File: src/rtl/alias_remap_map.vh
// register offsets, field layout and reset values of the alias remap block
// What this block does
// - target entries hold 7-bit address in bits 7..1, bit 0 reads zero
// - stored target address is the one driven on the far-side bus
// - address matching alias N is replaced by target entry N before forwarding
// - alias entries hold 7-bit address in bits 7..1, compared with incoming address
// - alias entry 1 pairs with target entry 1
// - alias field of zero disables matching for its entry
`ifndef ALIAS_REMAP_MAP_VH
`define ALIAS_REMAP_MAP_VH
`define OFS_TARGET_5 8'h74
`define OFS_TARGET_6 8'h75
`define OFS_TARGET_7 8'h76
`define OFS_ALIAS_1 8'h77
`define OFS_TARGET_1 8'h70
`define OFS_ALIAS_5 8'h7b
`define OFS_ALIAS_6 8'h7c
`define OFS_ALIAS_7 8'h7d
`define ADDR_MSB 7
`define ADDR_LSB 1
`define ADDR_W 7
`define REG_RESET 7'h00
`define ALIAS_OFF 7'h00
`define ZERO_BIT 1'b0
`define NO_SEL 2'h0
`define SEL_E1 2'h0
`define SEL_E5 2'h1
`define SEL_E6 2'h2
`define SEL_E7 2'h3
`define RDATA_IDLE 8'h00
`define NUM_ENTRIES 4
`define NO_HIT 4'h0
`define HIT_E1 0
`define HIT_E5 1
`define HIT_E6 2
`define HIT_E7 3
`define REG_SEL_W 8
`define RSEL_NONE 8'h00
`define RSEL_TGT_1 0
`define RSEL_TGT_5 1
`define RSEL_TGT_6 2
`define RSEL_TGT_7 3
`define RSEL_ALI_1 4
`define RSEL_ALI_5 5
`define RSEL_ALI_6 6
`define RSEL_ALI_7 7
`endif

File: src/rtl/alias_match.v
// combinational compare of one incoming address against one alias entry
`include "alias_remap_map.vh"
module alias_match (
  // alias entry and incoming address
  input wire [6:0] i_alias,
  input wire [6:0] i_addr,
  // result
  output wire o_hit
);
  // zero alias never hits
  assign o_hit = (i_alias != `ALIAS_OFF) && (i_alias == i_addr);
endmodule // alias_match

File: src/rtl/remote_i2c_alias_remap.v
// alias to physical address translation with its register file
`include "alias_remap_map.vh"
module remote_i2c_alias_remap (
  // clock and reset
  input wire i_mclk,
  input wire i_srst,
  // register port
  input wire [7:0] i_addr,
  input wire [7:0] i_wdata,
  input wire i_wr,
  input wire i_rd,
  output reg [7:0] o_rdata,
  // incoming transaction address
  input wire [6:0] i_tgt_addr,
  input wire i_tgt_valid,
  // forwarded transaction address
  output reg [6:0] o_fwd_addr,
  output reg o_fwd_valid,
  output reg o_fwd_drop
);
  // stored fields; bit 0 of each register has no storage behind it
  reg [6:0] remote_target_addr_field_1_reg;
  reg [6:0] remote_target_addr_field_5_reg;
  reg [6:0] remote_target_addr_field_6_reg;
  reg [6:0] remote_target_addr_field_7_reg;
  reg [6:0] local_match_addr_field_1_reg;
  reg [6:0] local_match_addr_field_5_reg;
  reg [6:0] local_match_addr_field_6_reg;
  reg [6:0] local_match_addr_field_7_reg;
  // next values of the registered outputs
  reg [7:0] rdata_next;
  reg [6:0] fwd_addr_next;
  reg fwd_valid_next;
  reg fwd_drop_next;
  // decoded register selects and alias hits
  wire [`REG_SEL_W-1:0] reg_sel;
  wire [`REG_SEL_W-1:0] wr_sel;
  wire [`REG_SEL_W-1:0] rd_sel;
  wire [`NUM_ENTRIES-1:0] hit;
  wire any_hit;
  wire [1:0] entry_sel;

  // register byte as software sees it: field in 7..1, reserved bit 0 low
  function [7:0] pack;
    input [6:0] f;
    begin
      pack = {f, `ZERO_BIT};
    end
  endfunction

  // field carried by a written byte; bit 0 is dropped, it is read-only
  function [6:0] field_of;
    input [7:0] d;
    begin
      field_of = d[`ADDR_MSB:`ADDR_LSB];
    end
  endfunction

  // one-hot select of the addressed register, all zero when unmapped
  function [`REG_SEL_W-1:0] reg_select;
    input [7:0] a;
    begin
      reg_select = `RSEL_NONE;
      case (a)
        `OFS_TARGET_1: reg_select[`RSEL_TGT_1] = 1'b1;
        `OFS_TARGET_5: reg_select[`RSEL_TGT_5] = 1'b1;
        `OFS_TARGET_6: reg_select[`RSEL_TGT_6] = 1'b1;
        `OFS_TARGET_7: reg_select[`RSEL_TGT_7] = 1'b1;
        `OFS_ALIAS_1: reg_select[`RSEL_ALI_1] = 1'b1;
        `OFS_ALIAS_5: reg_select[`RSEL_ALI_5] = 1'b1;
        `OFS_ALIAS_6: reg_select[`RSEL_ALI_6] = 1'b1;
        `OFS_ALIAS_7: reg_select[`RSEL_ALI_7] = 1'b1;
        default: reg_select = `RSEL_NONE;
      endcase
    end
  endfunction

  // winning entry; entry 1 first, then 5, 6, 7 when aliases repeat
  function [1:0] pick_entry;
    input [`NUM_ENTRIES-1:0] h;
    begin
      if (h[`HIT_E1])
        pick_entry = `SEL_E1;
      else if (h[`HIT_E5])
        pick_entry = `SEL_E5;
      else if (h[`HIT_E6])
        pick_entry = `SEL_E6;
      else if (h[`HIT_E7])
        pick_entry = `SEL_E7;
      else
        pick_entry = `NO_SEL;
    end
  endfunction

  assign reg_sel = reg_select(i_addr);
  // the master never raises both strobes, so one decode serves both
  assign wr_sel = i_wr ? reg_sel : `RSEL_NONE;
  assign rd_sel = i_rd ? reg_sel : `RSEL_NONE;

  // target entries: physical address driven on the far-side bus
  always @(posedge i_mclk) begin
    if (i_srst) begin
      remote_target_addr_field_1_reg <= `REG_RESET;
    end else if (wr_sel[`RSEL_TGT_1]) begin
      remote_target_addr_field_1_reg <= field_of(i_wdata);
    end
  end

  always @(posedge i_mclk) begin
    if (i_srst) begin
      remote_target_addr_field_5_reg <= `REG_RESET;
    end else if (wr_sel[`RSEL_TGT_5]) begin
      remote_target_addr_field_5_reg <= field_of(i_wdata);
    end
  end

  always @(posedge i_mclk) begin
    if (i_srst) begin
      remote_target_addr_field_6_reg <= `REG_RESET;
    end else if (wr_sel[`RSEL_TGT_6]) begin
      remote_target_addr_field_6_reg <= field_of(i_wdata);
    end
  end

  always @(posedge i_mclk) begin
    if (i_srst) begin
      remote_target_addr_field_7_reg <= `REG_RESET;
    end else if (wr_sel[`RSEL_TGT_7]) begin
      remote_target_addr_field_7_reg <= field_of(i_wdata);
    end
  end

  // alias entries: addresses the local decoder answers to
  always @(posedge i_mclk) begin
    if (i_srst) begin
      local_match_addr_field_1_reg <= `REG_RESET;
    end else if (wr_sel[`RSEL_ALI_1]) begin
      local_match_addr_field_1_reg <= field_of(i_wdata);
    end
  end

  always @(posedge i_mclk) begin
    if (i_srst) begin
      local_match_addr_field_5_reg <= `REG_RESET;
    end else if (wr_sel[`RSEL_ALI_5]) begin
      local_match_addr_field_5_reg <= field_of(i_wdata);
    end
  end

  always @(posedge i_mclk) begin
    if (i_srst) begin
      local_match_addr_field_6_reg <= `REG_RESET;
    end else if (wr_sel[`RSEL_ALI_6]) begin
      local_match_addr_field_6_reg <= field_of(i_wdata);
    end
  end

  always @(posedge i_mclk) begin
    if (i_srst) begin
      local_match_addr_field_7_reg <= `REG_RESET;
    end else if (wr_sel[`RSEL_ALI_7]) begin
      local_match_addr_field_7_reg <= field_of(i_wdata);
    end
  end

  // read data stands one cycle after the strobe and is zero otherwise
  always @* begin
    rdata_next = `RDATA_IDLE;
    if (rd_sel[`RSEL_TGT_1])
      rdata_next = pack(remote_target_addr_field_1_reg);
    if (rd_sel[`RSEL_TGT_5])
      rdata_next = pack(remote_target_addr_field_5_reg);
    if (rd_sel[`RSEL_TGT_6])
      rdata_next = pack(remote_target_addr_field_6_reg);
    if (rd_sel[`RSEL_TGT_7])
      rdata_next = pack(remote_target_addr_field_7_reg);
    if (rd_sel[`RSEL_ALI_1])
      rdata_next = pack(local_match_addr_field_1_reg);
    if (rd_sel[`RSEL_ALI_5])
      rdata_next = pack(local_match_addr_field_5_reg);
    if (rd_sel[`RSEL_ALI_6])
      rdata_next = pack(local_match_addr_field_6_reg);
    if (rd_sel[`RSEL_ALI_7])
      rdata_next = pack(local_match_addr_field_7_reg);
  end

  always @(posedge i_mclk) begin
    if (i_srst) begin
      o_rdata <= `RDATA_IDLE;
    end else begin
      o_rdata <= rdata_next;
    end
  end

  // one comparator per alias; a zero alias never hits
  alias_match u_m1 (
    .i_alias(local_match_addr_field_1_reg),
    .i_addr(i_tgt_addr),
    .o_hit(hit[`HIT_E1])
  );

  alias_match u_m5 (
    .i_alias(local_match_addr_field_5_reg),
    .i_addr(i_tgt_addr),
    .o_hit(hit[`HIT_E5])
  );

  alias_match u_m6 (
    .i_alias(local_match_addr_field_6_reg),
    .i_addr(i_tgt_addr),
    .o_hit(hit[`HIT_E6])
  );

  alias_match u_m7 (
    .i_alias(local_match_addr_field_7_reg),
    .i_addr(i_tgt_addr),
    .o_hit(hit[`HIT_E7])
  );

  assign any_hit = (hit != `NO_HIT);
  assign entry_sel = pick_entry(hit);

  // physical address of the winning entry, zero when nothing matched
  always @* begin
    fwd_valid_next = i_tgt_valid && any_hit;
    fwd_drop_next = i_tgt_valid && !any_hit;
    fwd_addr_next = `REG_RESET;
    if (any_hit) begin
      case (entry_sel)
        `SEL_E1: fwd_addr_next = remote_target_addr_field_1_reg;
        `SEL_E5: fwd_addr_next = remote_target_addr_field_5_reg;
        `SEL_E6: fwd_addr_next = remote_target_addr_field_6_reg;
        `SEL_E7: fwd_addr_next = remote_target_addr_field_7_reg;
        default: fwd_addr_next = `REG_RESET;
      endcase
    end
  end

  // outputs come straight from flip-flops, one cycle after the request
  always @(posedge i_mclk) begin
    if (i_srst) begin
      o_fwd_addr <= `REG_RESET;
      o_fwd_valid <= 1'b0;
      o_fwd_drop <= 1'b0;
    end else begin
      o_fwd_addr <= fwd_addr_next;
      o_fwd_valid <= fwd_valid_next;
      o_fwd_drop <= fwd_drop_next;
    end
  end
endmodule // remote_i2c_alias_remap

File: config.mk
export PLATFORM = sky130hd
export DESIGN_NAME = remote_i2c_alias_remap
export DESIGN_NICKNAME = d
export VERILOG_FILES = /design/src/rtl/alias_match.v /design/src/rtl/remote_i2c_alias_remap.v
export VERILOG_INCLUDE_DIRS = /design/src /design/src/rtl
export SDC_FILE = /design/constraint.sdc
export NUM_CORES = 1
export LEC_CHECK = 0
export ABC_CLOCK_PERIOD_IN_PS = 2100
export BUFFER_PORTS_ARGS = -buffer_cell sky130_fd_sc_hd__buf_4
export CORE_UTILIZATION = 50
export CTS_BUF_LIST = sky130_fd_sc_hd__clkbuf_4 sky130_fd_sc_hd__clkbuf_8 sky130_fd_sc_hd__clkbuf_16
export CTS_CLUSTER_SIZE = 24
export DETAILED_ROUTE_END_ITERATION = 12
export GPL_ROUTABILITY_DRIVEN = 0
export HOLD_SLACK_MARGIN = 0.08
export PLACE_DENSITY_LB_ADDON = 0.3
export SYNTH_ARGS = -nofsm -noshare
export SYNTH_HDL_FRONTEND = slang
export SYNTH_SLANG_ARGS = --single-unit
File: constraint.sdc
create_clock -name i_mclk -period 2.1 [get_ports i_mclk]
set_input_delay 0.42 -clock i_mclk [delete_from_list [all_inputs] [get_ports i_mclk]]
set_output_delay 0.42 -clock i_mclk [all_outputs]
set_load 0.02 [all_outputs]
# Word-level counts from Yosys, hierarchy flattened
# Cells that the tools add are included.
dict set report totals {
  wordCells 67
  in_bits 28
  ff_bits 73
  out_inout_bits 17
}
dict set report op_classes {
  bitwise 1
  n_mux 23
  n_reduce_logical 15
  eq_ne 15
}
# operator count
set op_table {}
lappend op_table {{8-bit two-way mux} 10}
lappend op_table {{8-bit by 7-bit == test with 1-bit output, second input constant} 8}
lappend op_table {{7-bit == test} 4}
lappend op_table {{7-bit case mux with 4 select lines} 1}
lappend op_table {{7-bit nonzero test} 4}
lappend op_table {{1-bit two-way mux} 8}
lappend op_table {{2-bit two-way mux} 4}
lappend op_table {{8-bit OR reduction} 1}
lappend op_table {{1-bit logical AND} 6}
lappend op_table {{2-bit == test, second input constant} 2}
lappend op_table {{4-bit nonzero test} 1}
lappend op_table {{2-bit by 1-bit == test with 1-bit output, second input constant} 1}
lappend op_table {{2-bit logical NOT} 1}
lappend op_table {{2-bit OR reduction} 1}
lappend op_table {{1-bit logical NOT} 1}
lappend op_table {{1-bit inverter} 1}

# Logic depth before layout (Yosys ltp)
dict set report logic_depth {
  word_depth 11
  ltp_mapped 8
}

# By module
# Synthesis repeated with hierarchy kept, for this count alone.
dict set report unflattened {
  hier_cells 468
  hier_area_um2 3935.0
}
# mod cells_per_inst n_inst area_each_um2
set modules_own_cells {}
lappend modules_own_cells {remote_i2c_alias_remap 420 1 3549.7}
lappend modules_own_cells {alias_match 12 4 96.3}

# Worst setup path before layout
# Ideal clock, no wire load.
dict set report synth_timing {
  kind {input to register}
  from {input i_tgt_addr[6]}
  to {register o_fwd_addr[4]}
  setup_slack_ps 149
  t_required_ps 1997
  arrival_time_ps 1848
  setup_time_ps 103
  stages 7
  path_buffers 2
  path_cell_list {clkbuf_1 -> xor2_1 -> nor4_4 -> and3_1 -> buf_2 -> o311ai_1 -> a2111oi_2}
}
dict set report synth_via {
  elab_chain_cells 8
}
# element line_no
set synth_lines {}
lappend synth_lines {{start: declaration} remote_i2c_alias_remap.v:14} ;# input wire [6:0] i_tgt_addr,
lappend synth_lines {{7-bit == test} alias_match.v:11} ;# assign o_hit = (i_alias != `ALIAS_OFF) && (i_alias == i_addr);
lappend synth_lines {{1-bit logical AND} alias_match.v:11}
lappend synth_lines {{2-bit two-way mux} remote_i2c_alias_remap.v:88} ;# else if (h[`HIT_E7])
lappend synth_lines {{2-bit two-way mux} remote_i2c_alias_remap.v:86} ;# else if (h[`HIT_E6])
lappend synth_lines {{2-bit two-way mux} remote_i2c_alias_remap.v:84} ;# else if (h[`HIT_E5])
lappend synth_lines {{2-bit two-way mux} remote_i2c_alias_remap.v:82} ;# if (h[`HIT_E1])
lappend synth_lines {{2-bit == test, or another cell as far along} remote_i2c_alias_remap.v:229} ;# case (entry_sel)
lappend synth_lines {{7-bit case mux with 4 select lines} remote_i2c_alias_remap.v:229}
lappend synth_lines {{end signal: assignment} remote_i2c_alias_remap.v:242} ;# o_fwd_addr <= `REG_RESET;
lappend synth_lines {{end signal: assignment} remote_i2c_alias_remap.v:246} ;# o_fwd_addr <= fwd_addr_next;
lappend synth_lines {{end: declaration} remote_i2c_alias_remap.v:17} ;# output reg [6:0] o_fwd_addr,
# Parallel ways exist; a longest one is shown, timed or not.
# A chain may end at the register's enable or synchronous reset.

# Worst setup path in the final report
dict set report layout_timing {
  from {register local_match_addr_field_5_reg[5]}
  to {register o_fwd_addr[1]}
}
dict set report layout_via {
  elab_chain_cells 6
}
# element line_no
set layout_lines {}
lappend layout_lines {{start: declaration} remote_i2c_alias_remap.v:27} ;# reg [6:0] local_match_addr_field_5_reg;
lappend layout_lines {{start signal: assignment} remote_i2c_alias_remap.v:144} ;# local_match_addr_field_5_reg <= `REG_RESET;
lappend layout_lines {{start signal: assignment} remote_i2c_alias_remap.v:146} ;# local_match_addr_field_5_reg <= field_of(i_wdata);
lappend layout_lines {{7-bit == test or 7-bit nonzero test (tied branches)} -}
lappend layout_lines {{1-bit logical AND (*)} alias_match.v:11}
lappend layout_lines {{2-bit two-way mux} remote_i2c_alias_remap.v:84}
lappend layout_lines {{2-bit two-way mux} remote_i2c_alias_remap.v:82}
lappend layout_lines {{2-bit == test, or another cell as far along} remote_i2c_alias_remap.v:229}
lappend layout_lines {{7-bit case mux with 4 select lines} remote_i2c_alias_remap.v:229}
# Every way passes the cells marked *; elsewhere a longest branch is shown, timed or not.

==> reports/metrics.csv <==
metric;value;unit
Reg2Reg Setup Slack;110;ps
core area;7250;µm²
Synth Area in XOR/XNOR;6.09;%
grt total ovfl;0;
Top FF cell, synth;dfxtp_1;
Seq/Total Area, Yosys;38.5;%
CTS clock-pin slew for the worst setup and hold paths;70;ps
fillers;659;
# diodes;0;
Setup Crit Path Kind;flop to flop;
Detailed Place HPWL;7.68;mm
multiplexer share of the synthesized area;9.36;%
maxcap violations;0;
die height;88.5;µm
yosys warns;0;
Synth Area in Compound Gates;18.9;%
final non-filler cell total;603;
synthesized-area fraction occupied by adder cells;0;%
via count;3703;
largest net degree at the start of global routing;68;
Top-Level Pins;45;
Final nets;527;
WP data required;2350;ps
Max Freq;0.502;GHz
Remaining DRCs;0;
dpl cells;586;
crit path max fanout;6;
maximum buffer depth of the clock tree;2;
Worst-Skew Late Latency;360;ps
WL final;11.1;mm
Synth Area in Simple Gates;22.9;%
CP endpoint kind;flop;
Worst Tran Pin Value;685;ps
Rows;31;
Worst VDD drop;395;µV
final setup vio count;0;
worst relative slew slack;54.3;%
CTS Buf Count;9;
I/O Buffers;42;
reg2reg end;o_fwd_addr[1];
post-layout util;61.7;%
die area;7830;µm²
H-tree Lvls;3;
Initial Util;51.6;%
Hold Fails Final Rpt;0;
RR Startpoint;local_match_addr_field_5_reg[5];
first-pass GRT wire length;16.9;mm
Synth Register Bits;72;
unrepaired setup endpoints after global routing;no;
Post-synth ARST share;0;%
DRT antenna net count;0;
Mapped Area;3740;µm²
clk_skew;10.9;ps
GRT Total Usage;29.3;%
vias in the first global route;3291;
Reg2Reg Depth;5;
count of pins over their slew limit;0;
Setup crit start kind;flop;
min Tclk post-route;1990;ps
hold path start;i_tgt_valid;
Die Wd;88.5;µm
Syn Inst Count;447;
hold crit path type;primary input to flop;
Layout area overhead;19.6;%
layout cells sized above 1;20.8;%
Synth cell types;47;
Crit path arrival time;2250;ps
CTS root buf;clkbuf_8;
Critical path origin;local_match_addr_field_5_reg[5];
Via-to-Cell Ratio;6.14;
Net Count, Synth;475;
status;finished, final reports clean;
TritonRoute pass-1 iters;5;
final worst-path cycle share;94.9;%
drt wl/cell;18.4;µm
buffer count from post-CTS setup fixing;0;
Clock Sinks;72;
pwr/cell area;578;nW/µm²
Avg Cell Area, Syn;8.37;µm²
Multi-input gate area;2170;µm²
initial antenna violation count;0;
largest family of logic cells by synthesized area;simple AND/OR/NAND/NOR gates;
storage element area;1440;µm²
Leak Pwr;0.00198;µW
1st-iter DRT viols;434;
CTS tree;built;
number of synthesized flops with an enable pin;0;
Critical path destination;o_fwd_addr[1];
cell usage in the layout, fill, tap and decap left out, types with 8 or more instances in the layout:
cell      instances
xor2_1           18
buf_4            75
dfxtp_1          70
o21ai_0           8
nor2_1           67
nor3_1           10
nand2_1          44
mux2i_1          35
clkbuf_8         10
xnor2_1           8
a211oi_1         13
a21oi_1          42
nand3_1          20
how the worst min path moves through the flow:
stage	endpoint	slack, ps	depth (start not counted)
floorplan	remote_target_addr_field_6_reg[0]	440	2
global placement	remote_target_addr_field_6_reg[4]	470	2
detailed placement	remote_target_addr_field_6_reg[6]	470	2
CTS	o_fwd_drop	310	2
global route	o_fwd_drop	330	2
finish	o_fwd_drop	310	2
power breakdown:
part           total [µW]  internal (µW)  switching, µW
registers            1370           1370           1.79
logic                 242           86.9            155
clock network         974            479            495
total                2590           1930            652
cells in the mapped netlist, drive strengths merged (8+ instances only):
cell / n / share of area, %
clkbuf: 27 / 2.7
a211oi: 13 / 2.6
nand3: 20 / 2.7
nor2: 68 / 6.9
mux2i: 35 / 9.4
a21oi: 42 / 5.6
nand2: 44 / 4.4
nor3: 11 / 1.6
buf: 8 / 1.3
o21ai: 8 / 1.1
xnor2: 8 / 1.9
xor2: 18 / 4.2
dfxtp: 72 / 39
cells by family (layout without fill, tap and decap cells):
kind of cell           count (synthesis)  count (layout)
AND/OR/NAND/NOR                      178             178
AO/OA/AOI/OAI                         99             100
flip-flops                            72              72
buffers and inverters                 36              92
multiplexers                          35              35
XOR/XNOR                              26              26
other                                  1               1
layer usage:
layer / global-route usage, % / wire length [µm]
met1: 40.4 / 4710
met2: 44.3 / 4940
met3: 6.81 / 1080
met4: 11.1 / 356
met5: 0 / 0
area by class of cell:
type | instances | share of cell area, %
clock buffers | 12 | 3.41
clock inverters | 4 | 0.448
inverters | 1 | 0.0839
multi-input cells | 340 | 48.4
flip-flops and latches | 72 | 32.3
well taps | 99 | 2.77
repair buffers | 75 | 12.6
critical path: stages, from the launching register on:
cell      delay, ps
dfxtp_1         430
nor2_1           70
a211o_1         360
a2111o_1        510
a41o_4          310
a211oi_1        210
stage by stage:
stage	worst slack, ps	power [µW]	area, µm²	hold slack, ps	setup TNS [ps]
6_report	107	2590	4470	314	0
5_1_grt	10.0	2680	4470	327	0
3_3_place_gp	-47.1	1630	4280	465	-112
4_1_cts	77.4	2590	4450	309	0
2_1_floorplan	149	1530	3740	441	0
3_5_place_dp	-48.0	1630	4280	472	-206
repair_timing:
item / in CTS / in global routing
hold endpoints to repair: 0 / 0
endpoints found under the setup margin: 0 / 6
hold buffers: 0 / 0
gates resized for setup: 0 / 6
No activity file was read; power rests on OpenSTA's default activity.
